<file path="src/verilog/fws_pkg.sv">
package fws_pkg;
  localparam int FWS_AW = 22;
  localparam int FWS_DW = 8;
  localparam int FWS_PAW = 12;

  // register byte offsets
  localparam logic [11:0] OFS_CTRL   = 12'h000;
  localparam logic [11:0] OFS_ADDR   = 12'h004;
  localparam logic [11:0] OFS_EXPECT = 12'h008;
  localparam logic [11:0] OFS_STATUS = 12'h00C;

  // control fields
  localparam int CTRL_START = 0;
  localparam int CTRL_MODE  = 1;
  localparam int CTRL_RESET = 2;
  localparam int CTRL_ABORT = 3;

  // status fields
  localparam int ST_BUSY    = 0;
  localparam int ST_DONE    = 1;
  localparam int ST_FAIL    = 2;
  localparam int ST_READY   = 3;
  localparam int ST_BYTE_LO = 8;

  // status bit positions on the flash data bus
  localparam int BIT_POLL    = 7;
  localparam int BIT_TOGGLE1 = 6;
  localparam int BIT_TIMEOUT = 5;

  localparam logic [7:0] CMD_RESET = 8'hF0;

  localparam logic [FWS_AW-1:0] RST_ADDR   = 22'h000000;
  localparam logic [7:0]        RST_EXPECT = 8'h00;

  // bus timing
  localparam int CLK_PERIOD_NS = 8;
  localparam int T_READ_NS     = 70;
  localparam int T_WE_NS       = 35;
  localparam int T_GAP_NS      = 20;
  localparam int SYNC_LAT      = 4;
  localparam int RD_CYC  = (T_READ_NS + CLK_PERIOD_NS - 1) / CLK_PERIOD_NS;
  localparam int WE_CYC  = (T_WE_NS + CLK_PERIOD_NS - 1) / CLK_PERIOD_NS;
  localparam int GAP_CYC = (T_GAP_NS + CLK_PERIOD_NS - 1) / CLK_PERIOD_NS;
  localparam logic [7:0] RD_HOLD_LAST = 8'(RD_CYC + SYNC_LAT - 1);
  localparam logic [7:0] WE_LAST      = 8'(WE_CYC - 1);
  localparam logic [7:0] GAP_LAST     = 8'(GAP_CYC - 1);

  typedef enum {ST_IDLE, ST_RD, ST_RD_GAP, ST_EVAL, ST_WR, ST_WR_GAP} fws_state_e;
  typedef enum {SG_FIRST, SG_SECOND, SG_RECHK_A, SG_RECHK_B, SG_FINAL} fws_stage_e;
endpackage

</file>
<file path="src/verilog/fws_sync.sv">
`timescale 1ns/1ns
module fws_sync #(
  parameter int W = 1
) (
  input  wire logic         i_clk,
  input  wire logic         i_rst_b,
  input  wire logic [W-1:0] i_async,
  output logic      [W-1:0] o_sync
);
  import fws_pkg::*;

  // three stages per bit; a change is taken once stages two and three agree
  genvar g;
  generate
    for (g = 0; g < W; g++) begin : g_bit
      logic s1;
      logic s2;
      logic s3;
      always_ff @(posedge i_clk or negedge i_rst_b) begin
        if (!i_rst_b) begin
          s1        <= 1'b1;
          s2        <= 1'b1;
          s3        <= 1'b1;
          o_sync[g] <= 1'b1;
        end else begin
          s1 <= i_async[g];
          s2 <= s1;
          s3 <= s2;
          if (s2 == s3) begin
            o_sync[g] <= s3;
          end
        end
      end
    end
  endgenerate
endmodule // fws_sync

</file>
<file path="src/verilog/fws_host.sv">
// Function
// during program, polling bit reads inverse of written bit; true value afterwards.
// polling status is valid after final write strobe rising edge of command.
// host polls a program at the address being programmed.
// program into protected sector shows status about 1 us, then array read.
// polling bit reads 0 while erasing, 1 when done or erase paused.
// host polls sector erase at an address inside a selected sector.
// host polls chip erase at any address in an unprotected sector.
// erase of only protected sectors shows polling activity about 100 us.
// partly protected erase skips protected sectors; status there may be invalid.
// polling bit may settle early; host takes full byte from a later read.
// after seeing timeout flag, host rereads polling bit before declaring failure.
// ready/busy low while programming or erasing, high otherwise.
// toggle bit one inverts on every read cycle while an algorithm runs.
// toggle bit one valid from final write strobe and during erase window.
// protected program toggles about 1 us, protected erase about 100 us.
// toggle bit one stops in erase pause, toggles during paused program.
// toggle bit two toggles at selected erase sectors, active or paused.
// host reads byte twice back to back and compares toggle bit.
// toggling with timeout high: recheck; still toggling means fail and reset.
// host resuming after leaving toggle polling restarts from first double read.
// device sets timeout flag when its internal pulse count limit is exceeded.
// reset command is one write of F0 at any address.
// device toggle bits are flip-flops inverting at the end of each read.
// outside algorithms, reads return array contents on all bits.
//
// The implementer's own choices: the register offsets and the APB register port.
`timescale 1ns/1ns
module fws_host (
  input  wire logic                         I_REF_CLK,
  input  wire logic                         I_RST_B,
  input  wire logic                         PSEL,
  input  wire logic                         PENABLE,
  input  wire logic                         PWRITE,
  input  wire logic [fws_pkg::FWS_PAW-1:0]  PADDR,
  input  wire logic [31:0]                  PWDATA,
  output logic      [31:0]                  PRDATA,
  output logic                              PREADY,
  output logic                              PSLVERR,
  output logic      [fws_pkg::FWS_AW-1:0]   O_FL_ADDR,
  output logic                              O_FL_CE_N,
  output logic                              O_FL_OE_N,
  output logic                              O_FL_WE_N,
  output logic      [fws_pkg::FWS_DW-1:0]   O_FL_DQ,
  output logic                              O_FL_DQ_OE_N,
  input  wire logic [fws_pkg::FWS_DW-1:0]   I_FL_DQ,
  input  wire logic                         I_FL_READY_BUSY_N
);
  import fws_pkg::*;

  fws_state_e            state;
  fws_stage_e            stage;
  logic [7:0]            cnt;
  logic                  mode_toggle;
  logic [FWS_AW-1:0]     valid_status_address;
  logic [7:0]            expect_byte;
  logic                  start_pls;
  logic                  reset_pls;
  logic                  abort_pls;
  logic                  abort_pend;
  logic                  done;
  logic                  fail;
  logic                  rst_after;
  logic [7:0]            rd_byte;
  logic [7:0]            prev_byte;
  logic [FWS_DW-1:0]     dq_sync;
  logic [0:0]            rdy_sync;
  logic                  setup;
  logic                  access;
  logic [31:0]           status_word;

  fws_sync #(.W(FWS_DW + 1)) u_sync (
    .i_clk   (I_REF_CLK),
    .i_rst_b (I_RST_B),
    .i_async ({I_FL_READY_BUSY_N, I_FL_DQ}),
    .o_sync  ({rdy_sync, dq_sync})
  );

  assign setup  = PSEL && !PENABLE;
  assign access = PSEL && PENABLE && PREADY;
  assign status_word = {16'h0000, rd_byte, 4'h0, rdy_sync[0], fail, done,
                        (state != ST_IDLE)};

  // apb slave: no wait states, answer registered in the setup cycle
  always_ff @(posedge I_REF_CLK or negedge I_RST_B) begin
    if (!I_RST_B) begin
      PREADY  <= 1'b0;
      PRDATA  <= 32'h00000000;
      PSLVERR <= 1'b0;
    end else begin
      PREADY  <= setup;
      PSLVERR <= 1'b0;
      if (setup) begin
        PRDATA <= 32'h00000000;
        if (PADDR == OFS_CTRL) begin
          PRDATA <= {30'h0, mode_toggle, 1'b0};
        end else if (PADDR == OFS_ADDR) begin
          PRDATA <= {10'h000, valid_status_address};
        end else if (PADDR == OFS_EXPECT) begin
          PRDATA <= {24'h000000, expect_byte};
        end else if (PADDR == OFS_STATUS) begin
          PRDATA <= status_word;
        end else begin
          PSLVERR <= 1'b1;
        end
      end
    end
  end

  // configuration registers and command pulses
  always_ff @(posedge I_REF_CLK or negedge I_RST_B) begin
    if (!I_RST_B) begin
      mode_toggle          <= 1'b0;
      valid_status_address <= RST_ADDR;
      expect_byte          <= RST_EXPECT;
      start_pls            <= 1'b0;
      reset_pls            <= 1'b0;
      abort_pls            <= 1'b0;
    end else begin
      start_pls <= 1'b0;
      reset_pls <= 1'b0;
      abort_pls <= 1'b0;
      if (access && PWRITE) begin
        if (PADDR == OFS_CTRL) begin
          mode_toggle <= PWDATA[CTRL_MODE];
          start_pls   <= PWDATA[CTRL_START];
          reset_pls   <= PWDATA[CTRL_RESET];
          abort_pls   <= PWDATA[CTRL_ABORT];
        end else if (PADDR == OFS_ADDR) begin
          valid_status_address <= PWDATA[FWS_AW-1:0];
        end else if (PADDR == OFS_EXPECT) begin
          expect_byte <= PWDATA[7:0];
        end
      end
    end
  end

  // polling sequencer and flash pin drive
  always_ff @(posedge I_REF_CLK or negedge I_RST_B) begin
    if (!I_RST_B) begin
      state        <= ST_IDLE;
      stage        <= SG_FIRST;
      cnt          <= 8'h00;
      abort_pend   <= 1'b0;
      done         <= 1'b0;
      fail         <= 1'b0;
      rst_after    <= 1'b0;
      rd_byte      <= 8'h00;
      prev_byte    <= 8'h00;
      O_FL_ADDR    <= RST_ADDR;
      O_FL_CE_N    <= 1'b1;
      O_FL_OE_N    <= 1'b1;
      O_FL_WE_N    <= 1'b1;
      O_FL_DQ      <= 8'h00;
      O_FL_DQ_OE_N <= 1'b1;
    end else begin
      if (abort_pls && state != ST_IDLE) begin
        abort_pend <= 1'b1;
      end
      case (state)
        ST_IDLE: begin
          abort_pend <= 1'b0;
          cnt        <= 8'h00;
          if (start_pls) begin
            // each start begins with a fresh first read
            done      <= 1'b0;
            fail      <= 1'b0;
            rst_after <= 1'b0;
            stage     <= SG_FIRST;
            O_FL_ADDR <= valid_status_address;
            O_FL_CE_N <= 1'b0;
            O_FL_OE_N <= 1'b0;
            state     <= ST_RD;
          end else if (reset_pls) begin
            rst_after    <= 1'b0;
            O_FL_DQ      <= CMD_RESET;
            O_FL_DQ_OE_N <= 1'b0;
            O_FL_CE_N    <= 1'b0;
            O_FL_WE_N    <= 1'b0;
            state        <= ST_WR;
          end
        end
        ST_RD: begin
          cnt <= cnt + 8'h01;
          if (cnt == RD_HOLD_LAST) begin
            // rising oe and ce close the read cycle
            prev_byte <= rd_byte;
            rd_byte   <= dq_sync;
            O_FL_CE_N <= 1'b1;
            O_FL_OE_N <= 1'b1;
            cnt       <= 8'h00;
            state     <= ST_RD_GAP;
          end
        end
        ST_RD_GAP: begin
          cnt <= cnt + 8'h01;
          if (cnt == GAP_LAST) begin
            cnt   <= 8'h00;
            state <= ST_EVAL;
          end
        end
        ST_EVAL: begin
          state     <= ST_RD;
          O_FL_CE_N <= 1'b0;
          O_FL_OE_N <= 1'b0;
          if (abort_pend) begin
            state     <= ST_IDLE;
            O_FL_CE_N <= 1'b1;
            O_FL_OE_N <= 1'b1;
          end else begin
            case (stage)
              SG_FIRST: begin
                if (mode_toggle) begin
                  stage <= SG_SECOND;
                end else if (rd_byte[BIT_POLL] == expect_byte[BIT_POLL]) begin
                  stage <= SG_FINAL;
                end else if (rd_byte[BIT_TIMEOUT]) begin
                  stage <= SG_RECHK_A;
                end
              end
              SG_SECOND: begin
                if (rd_byte[BIT_TOGGLE1] == prev_byte[BIT_TOGGLE1]) begin
                  stage <= SG_FINAL;
                end else if (rd_byte[BIT_TIMEOUT]) begin
                  stage <= SG_RECHK_A;
                end
              end
              SG_RECHK_A: begin
                if (mode_toggle) begin
                  stage <= SG_RECHK_B;
                end else if (rd_byte[BIT_POLL] == expect_byte[BIT_POLL]) begin
                  stage <= SG_FINAL;
                end else begin
                  rst_after <= 1'b1;
                end
              end
              SG_RECHK_B: begin
                if (rd_byte[BIT_TOGGLE1] == prev_byte[BIT_TOGGLE1]) begin
                  stage <= SG_FINAL;
                end else begin
                  rst_after <= 1'b1;
                end
              end
              default: begin
                // extra read gave settled array data on all bits
                done      <= 1'b1;
                state     <= ST_IDLE;
                O_FL_CE_N <= 1'b1;
                O_FL_OE_N <= 1'b1;
              end
            endcase
          end
          if (!abort_pend && rst_after) begin
            fail <= 1'b1;
          end
        end
        ST_WR: begin
          cnt <= cnt + 8'h01;
          if (cnt == WE_LAST) begin
            O_FL_WE_N <= 1'b1;
            O_FL_CE_N <= 1'b1;
            cnt       <= 8'h00;
            state     <= ST_WR_GAP;
          end
        end
        ST_WR_GAP: begin
          cnt          <= cnt + 8'h01;
          O_FL_DQ_OE_N <= 1'b1;
          if (cnt == GAP_LAST) begin
            cnt   <= 8'h00;
            done  <= 1'b1;
            state <= ST_IDLE;
          end
        end
        default: begin
          state <= ST_IDLE;
        end
      endcase
      // timeout failure: stop polling and issue the reset command
      if (state == ST_EVAL && rst_after && !abort_pend) begin
        rst_after    <= 1'b0;
        fail         <= 1'b1;
        O_FL_DQ      <= CMD_RESET;
        O_FL_DQ_OE_N <= 1'b0;
        O_FL_OE_N    <= 1'b1;
        O_FL_CE_N    <= 1'b0;
        O_FL_WE_N    <= 1'b0;
        cnt          <= 8'h00;
        state        <= ST_WR;
      end
    end
  end
endmodule // fws_host

</file>
<file path="config.mk">
export PLATFORM = sky130hd
export DESIGN_NAME = fws_host
export DESIGN_NICKNAME = d
export VERILOG_FILES = /design/src/verilog/fws_pkg.sv /design/src/verilog/fws_sync.sv /design/src/verilog/fws_host.sv
export SDC_FILE = /design/constraint.sdc
export NUM_CORES = 1
export LEC_CHECK = 0
export ABC_CLOCK_PERIOD_IN_PS = 3900
export CORE_ASPECT_RATIO = 0.75
export CORE_MARGIN = 1
export CORE_UTILIZATION = 50
export DETAILED_ROUTE_END_ITERATION = 6
export DONT_BUFFER_PORTS = 1
export PLACE_DENSITY = 0.7
export SYNTH_ARGS = -nofsm -noshare
export SYNTH_HDL_FRONTEND = slang
export SYNTH_SLANG_ARGS = --single-unit
</file>
<file path="constraint.sdc">
create_clock -name I_REF_CLK -period 3.9 [get_ports I_REF_CLK]
set_clock_uncertainty 0.2 [all_clocks]
set_input_delay 0.78 -clock I_REF_CLK [delete_from_list [all_inputs] [get_ports I_REF_CLK]]
set_output_delay 0.78 -clock I_REF_CLK [all_outputs]
set_load 0.03 [all_outputs]
</file>
==> Yosys cells after proc, flatten, opt, wreduce, memory -nomap -nowiden <==
Index checks and enable logic that the tools add are counted.
{ "totals": {"regBits": 229, "in_bits": 58, "out_inout_bits": 68, "word_cells": 230} }
{ "classes": {"addsub": 1, "n_eq_ne": 48, "mux": 77, "bitwise": 2, "n_reduce_logical": 42} }
{ "ops": {"columns": ["operator", "n"], "rows": [
  ["32-bit 2-to-1 mux", 16],
  ["32-bit case mux with 6 select lines", 1],
  ["32-bit by 2-bit == test with 1-bit output (second input constant)", 4],
  ["32-bit case mux with 4 select lines", 1],
  ["32-bit by 3-bit == test with 1-bit output (second input constant)", 3],
  ["32-bit by 1-bit == test with 1-bit output (second input constant)", 2],
  ["32-bit logical NOT", 2],
  ["8-bit 2-to-1 mux", 8],
  ["32-bit case mux with 2 select lines", 1],
  ["22-bit 2-to-1 mux", 2],
  ["1-bit 2-to-1 mux", 37],
  ["16-bit 2-to-1 mux", 2],
  ["8-bit case mux with 4 select lines", 1],
  ["32-bit nonzero test", 1],
  ["3-bit != test (second input constant)", 10],
  ["12-bit by 4-bit == test with 1-bit output (second input constant)", 2],
  ["4-bit != test (second input constant)", 5],
  ["3-bit AND reduction", 5],
  ["12-bit by 3-bit == test with 1-bit output (second input constant)", 1],
  ["12-bit logical NOT", 1],
  ["4-bit AND reduction", 3],
  ["3-bit nonzero test", 4],
  ["1-bit == test", 11],
  ["1-bit case mux with 2 select lines", 5],
  ["other kinds (22)", 42]
]} }

==> Longest topological paths before layout <==
{ "depth": {"ltp_word": 7, "ltp_mapped": 8, "mapped_depth_nobuf": 7} }

==> Cells and area by module <==
From an unflattened synthesis, not the netlist that was laid out.
{ "unflattened": {"cells_unflattened": 538, "area_unflattened_um2": 7169.4} }
{ "modules_own_cells": {"columns": ["module", "instances", "cells_per_inst", "area_each_um2", "seq_area_each_um2"], "rows": [
  ["fws_host", 1, 493, 6122.1, 3533.4],
  ["fws_sync", 1, 45, 1047.3, 945.9]
]} }

==> Worst setup path before layout <==
No wires, ideal clock.
{ "synth_timing": {"path_type": "input-to-reg", "start": "input port PADDR[7] (netlist name)", "end": "register valid_status_address[10]", "setup_ns": 0.125, "arrival_ns": 2.549, "required_time_ns": 3.575, "setup_slack_ns": 1.026, "cell_stages": 6, "path_buffers": 2, "path_cell_list": "or4_4 > nor4_4 > and3_1 > buf_2 > buf_6 > mux2_2"} }
{ "synth_via": {"elab_chain_len": 3, "elab_cells_between_ends": 4, "cone_classes": "1 x eq/ne; 1 x bitwise; 2 x reduce/logical"} }
{ "synth_lines": {"columns": ["item", "line_no", "rtl"], "rows": [
  ["start: declaration", "fws_host.sv:35", "input wire logic [fws_pkg::FWS_PAW-1:0] PADDR,"],
  ["12-bit logical NOT", "fws_host.sv:124", "if (PADDR == OFS_CTRL) begin"],
  ["1-bit inverter (no line)", null, null],
  ["3-bit AND reduction (no line) *", null, null],
  ["end signal: assignment", "fws_host.sv:130", "valid_status_address <= PWDATA[FWS_AW-1:0];"],
  ["end: declaration", "fws_host.sv:55", "logic [FWS_AW-1:0] valid_status_address;"]
]} }
Every way passes the cells marked *; elsewhere a longest branch is shown, timed or not.
A chain may end at the register's enable or synchronous reset.

==> Worst setup path after layout <==
{ "layout_timing": {"start": "register state[0]", "end": "register cnt[2]"} }
{ "layout_via": {"elab_chain_len": 4, "elab_cells_between_ends": 12, "cone_classes": "5 x eq/ne; 2 x mux; 5 x reduce/logical"} }
{ "layout_lines": {"columns": ["item", "line_no", "rtl"], "rows": [
  ["start: declaration", "fws_host.sv:51", "fws_state_e state;"],
  ["start signal: assignment", "fws_host.sv:141", "state <= ST_IDLE;"],
  ["start signal: assignment", "fws_host.sv:173", "state <= ST_RD;"],
  ["start signal: assignment", "fws_host.sv:180", "state <= ST_WR;"],
  ["32-bit by 3-bit == test with 1-bit output (tied with other cells)", "fws_host.sv:160", "case (state)"],
  ["2-bit OR reduction (no line) or 1-bit logical AND (tied branches)", null, null],
  ["8-bit case mux with 4 select lines or 1-bit logical AND (tied branches)", "fws_host.sv:160, fws_host.sv:280", null],
  ["8-bit 2-to-1 mux or 5-bit nonzero test (tied branches)", null, null],
  ["end signal: assignment", "fws_host.sv:184", "cnt <= cnt + 8'h01;"],
  ["end signal: assignment", "fws_host.sv:196", "cnt <= cnt + 8'h01;"],
  ["end signal: assignment", "fws_host.sv:267", "cnt <= cnt + 8'h01;"],
  ["end: declaration", "fws_host.sv:53", "logic [7:0] cnt;"]
]} }
Several ways; a longest one is shown, not always the timed one.

==> impl_metrics.json <==
{
  "comb_power_share_pct": 8.6,
  "grt_setup_unrepaired": "no",
  "num_rows": 37,
  "postRouteAntennaNets": 0,
  "root_buffer": "clkbuf_16",
  "synth_area_per_cell_um2": 12.86,
  "ios": 126,
  "area_growth_pct": 9.102,
  "violations": "hold timing",
  "grtUsageTotal_pct": 19.21,
  "status": "finished with violations",
  "drive_gt1_share_pct": 26.58,
  "grt-ovfl-total": 0,
  "p_clk_share_pct": 41.7,
  "routed-via-count": 4261,
  "p_seq_share_pct": 49.7,
  "synthesis.area_um2": 7217,
  "final_cell_mix": "dfrtp_1, mux2_2, dfstp_2",
  "fin_nets": 616,
  "detail_route.wirelength_um": 13330,
  "fin_crit_ns": 2.670,
  "die_w_um": 140.7,
  "grt_max_degree": 178,
  "maxCapViolCount": 0,
  "grt_pass1_wl_um": 21740,
  "final_common_cell": "dfrtp_1",
  "timing.hold.ws_ns": -0.1587,
  "path_clk_slew_ns": 0.07,
  "fin_crit_sh_pct": 68.45,
  "numCtsBuffers": 17,
  "peakVddDrop_v": 0.0003376,
  "clock.fmax_mhz": 374.6,
  "ys_ff_latch": 177,
  "hold_viol": 137,
  "maxSlewHeadroom_pct": 29.14,
  "cp.required_ns": 4.00,
  "p_sw_share_pct": 26.51,
  "reg2reg_slack_ns": 1.23,
  "finalSetupViolCount": 0,
  "post_cts_buffers": 0,
  "clk_latency_ns": 0.43,
  "ys_seq_area_share_pct": 62.07,
  "power_leakage_nw": 3.793,
  "power.total_mw": 4.074,
  "synth-edff-count": 0,
  "htreeDepth": 4,
  "arrival_ns": 2.77,
  "ys.flop_type": "dfrtp_1",
  "cell_internal_pwr_mw": 2.994,
  "antenna_found_initial": 0,
  "path_class": "reg2reg",
  "ys_warn_count": 0,
  "ys_types": 63,
  "grt_pass1_vias": 4157,
  "p_per_area_nw_per_um2": 517.4,
  "cts.sinks": 177,
  "drc_errors": 0,
  "tritoncts": "built",
  "place_area_um2": 7274,
  "min_path_type": "in2async",
  "antennaDiodeCount": 0,
  "p_sw_mw": 1.080,
  "synthCells": 561,
  "fillers": 1100,
  "tns_ns": 0,
  "start_util_pct": 51.96,
  "crit_fanout": 17,
  "portBuffers": 0,
  "endpoint_kind": "flop",
  "place_hpwl_um": 8775,
  "wl_per_cell_um": 17.94,
  "postLayoutCellArea_um2": 7874,
  "slew_viol_final": 0,
  "worstMarginPinSlew_ns": 1.063,
  "async_flop_share_pct": 100.0,
  "globalplace.congestion": 0.7944,
  "vias_per_cell": 5.735,
  "clk_path_buf_depth": 2,
  "drt_iter0_markers": 420,
  "cp-start-kind": "flop",
  "die_h_um": 106.0,
  "drtPass1Iterations": 7,
  "ctsResizeCount": 0,
  "core_um2": 13890,
  "fp.dieArea_um2": 14920
}
==> synth_stat cells (12+ instances only) <==
master    count  share of area (%)
a21oi_1      13               0.90
a222oi_1     12                1.7
and2_1       33                2.9
buf_4        18                1.9
clkbuf_1     19               0.99
dfrtp_1     137                 48
dfstp_2      40                 15
inv_1        23                1.2
mux2_2       64                 10
nand2_1      27                1.4
nor2_1       26                1.4
o21ai_0      24                1.7
==> flip-flops by register name, summed over array words and instances (netlist names), 3 cells and up <==
name	count
stage	32
O_FL_ADDR	22
PRDATA	22
valid_status_address	22
u_sync.g_bit.s1	9
u_sync.g_bit.s2	9
u_sync.g_bit.s3	9
u_sync.o_sync	9
cnt	8
expect_byte	8
rd_byte	8
state	3
==> per-stage QoR <==
stage               cells  utilization, %  setup WS [ns]
global placement      711           52.38         0.9002
floorplan             574               -          1.026
CTS                   743           56.69          1.233
detailed placement    711           52.38         0.8510
global route          743           56.69         0.7988
finish                743           56.69          1.230
==> power by group through the flow <==
stage	sequential, mW	clock, mW	combinational [mW]
finish	2.03	1.70	0.351
global route	2.04	1.80	0.397
CTS	2.03	1.73	0.352
detailed placement	2.06	0	0.349
global placement	2.05	0	0.340
floorplan	2.00	0	0.353
==> cell type report <==
type	count	area [um2]	share of cell area [%]
Tap cell	175	219.0	2.781
Sequential cell	177	4479	56.89
Timing Repair Buffer	5	37.54	0.4767
Clock buffer	19	475.5	6.038
Multi-Input combinational cell	331	2452	31.15
Inverter	23	86.33	1.096
Clock inverter	13	123.9	1.573
==> cells by family (layout without fill, tap and decap cells) <==
family | after synthesis | count (layout) | share of synthesized area, %
flops | 177 | 177 | 62.07
other cells | 1 | 14 | 0.05196
simple gates | 146 | 146 | 11.58
xor+xnor | 4 | 4 | 0.4854
fa+ha+maj | 12 | 12 | 1.768
compound gates | 87 | 87 | 8.704
buf+inv | 66 | 60 | 4.629
mux | 68 | 68 | 10.71
==> layer usage <==
metal / GRT usage [%] / wire (um) / vias up / share of wire (%)
li1: - / - / 1935 / -
met1: 25.63 / 5963 / 2164 / 45
met2: 29.42 / 6284 / 152 / 47
met3: 6.667 / 971 / 10 / 7.3
met4: 6.444 / 108 / 0 / 0.81
met5: 0 / 0 / - / 0
==> worst paths after layout <==
path                                     from                  to  cells past startpoint
max in group asynchronous             I_RST_B           O_FL_OE_N                      0
min                                   I_RST_B          PRDATA[16]                      0
max reg2reg                          state[0]              cnt[2]                      5
min reg2reg                u_sync.g_bit[5].s1  u_sync.g_bit[5].s2                      0
min in group I_REF_CLK             I_FL_DQ[0]  u_sync.g_bit[0].s1                      0
max                                  state[0]              cnt[2]                      5
==> worst max-delay path, cell delays in order, from the launching register on <==
cell      delay, ns
dfrtp_1        0.65
nor2b_1        0.35
o21ai_0        0.14
a21oi_1        0.63
nor2_1         0.23
o311ai_0       0.34
Note: power is estimated with default switching activity, not from simulation.
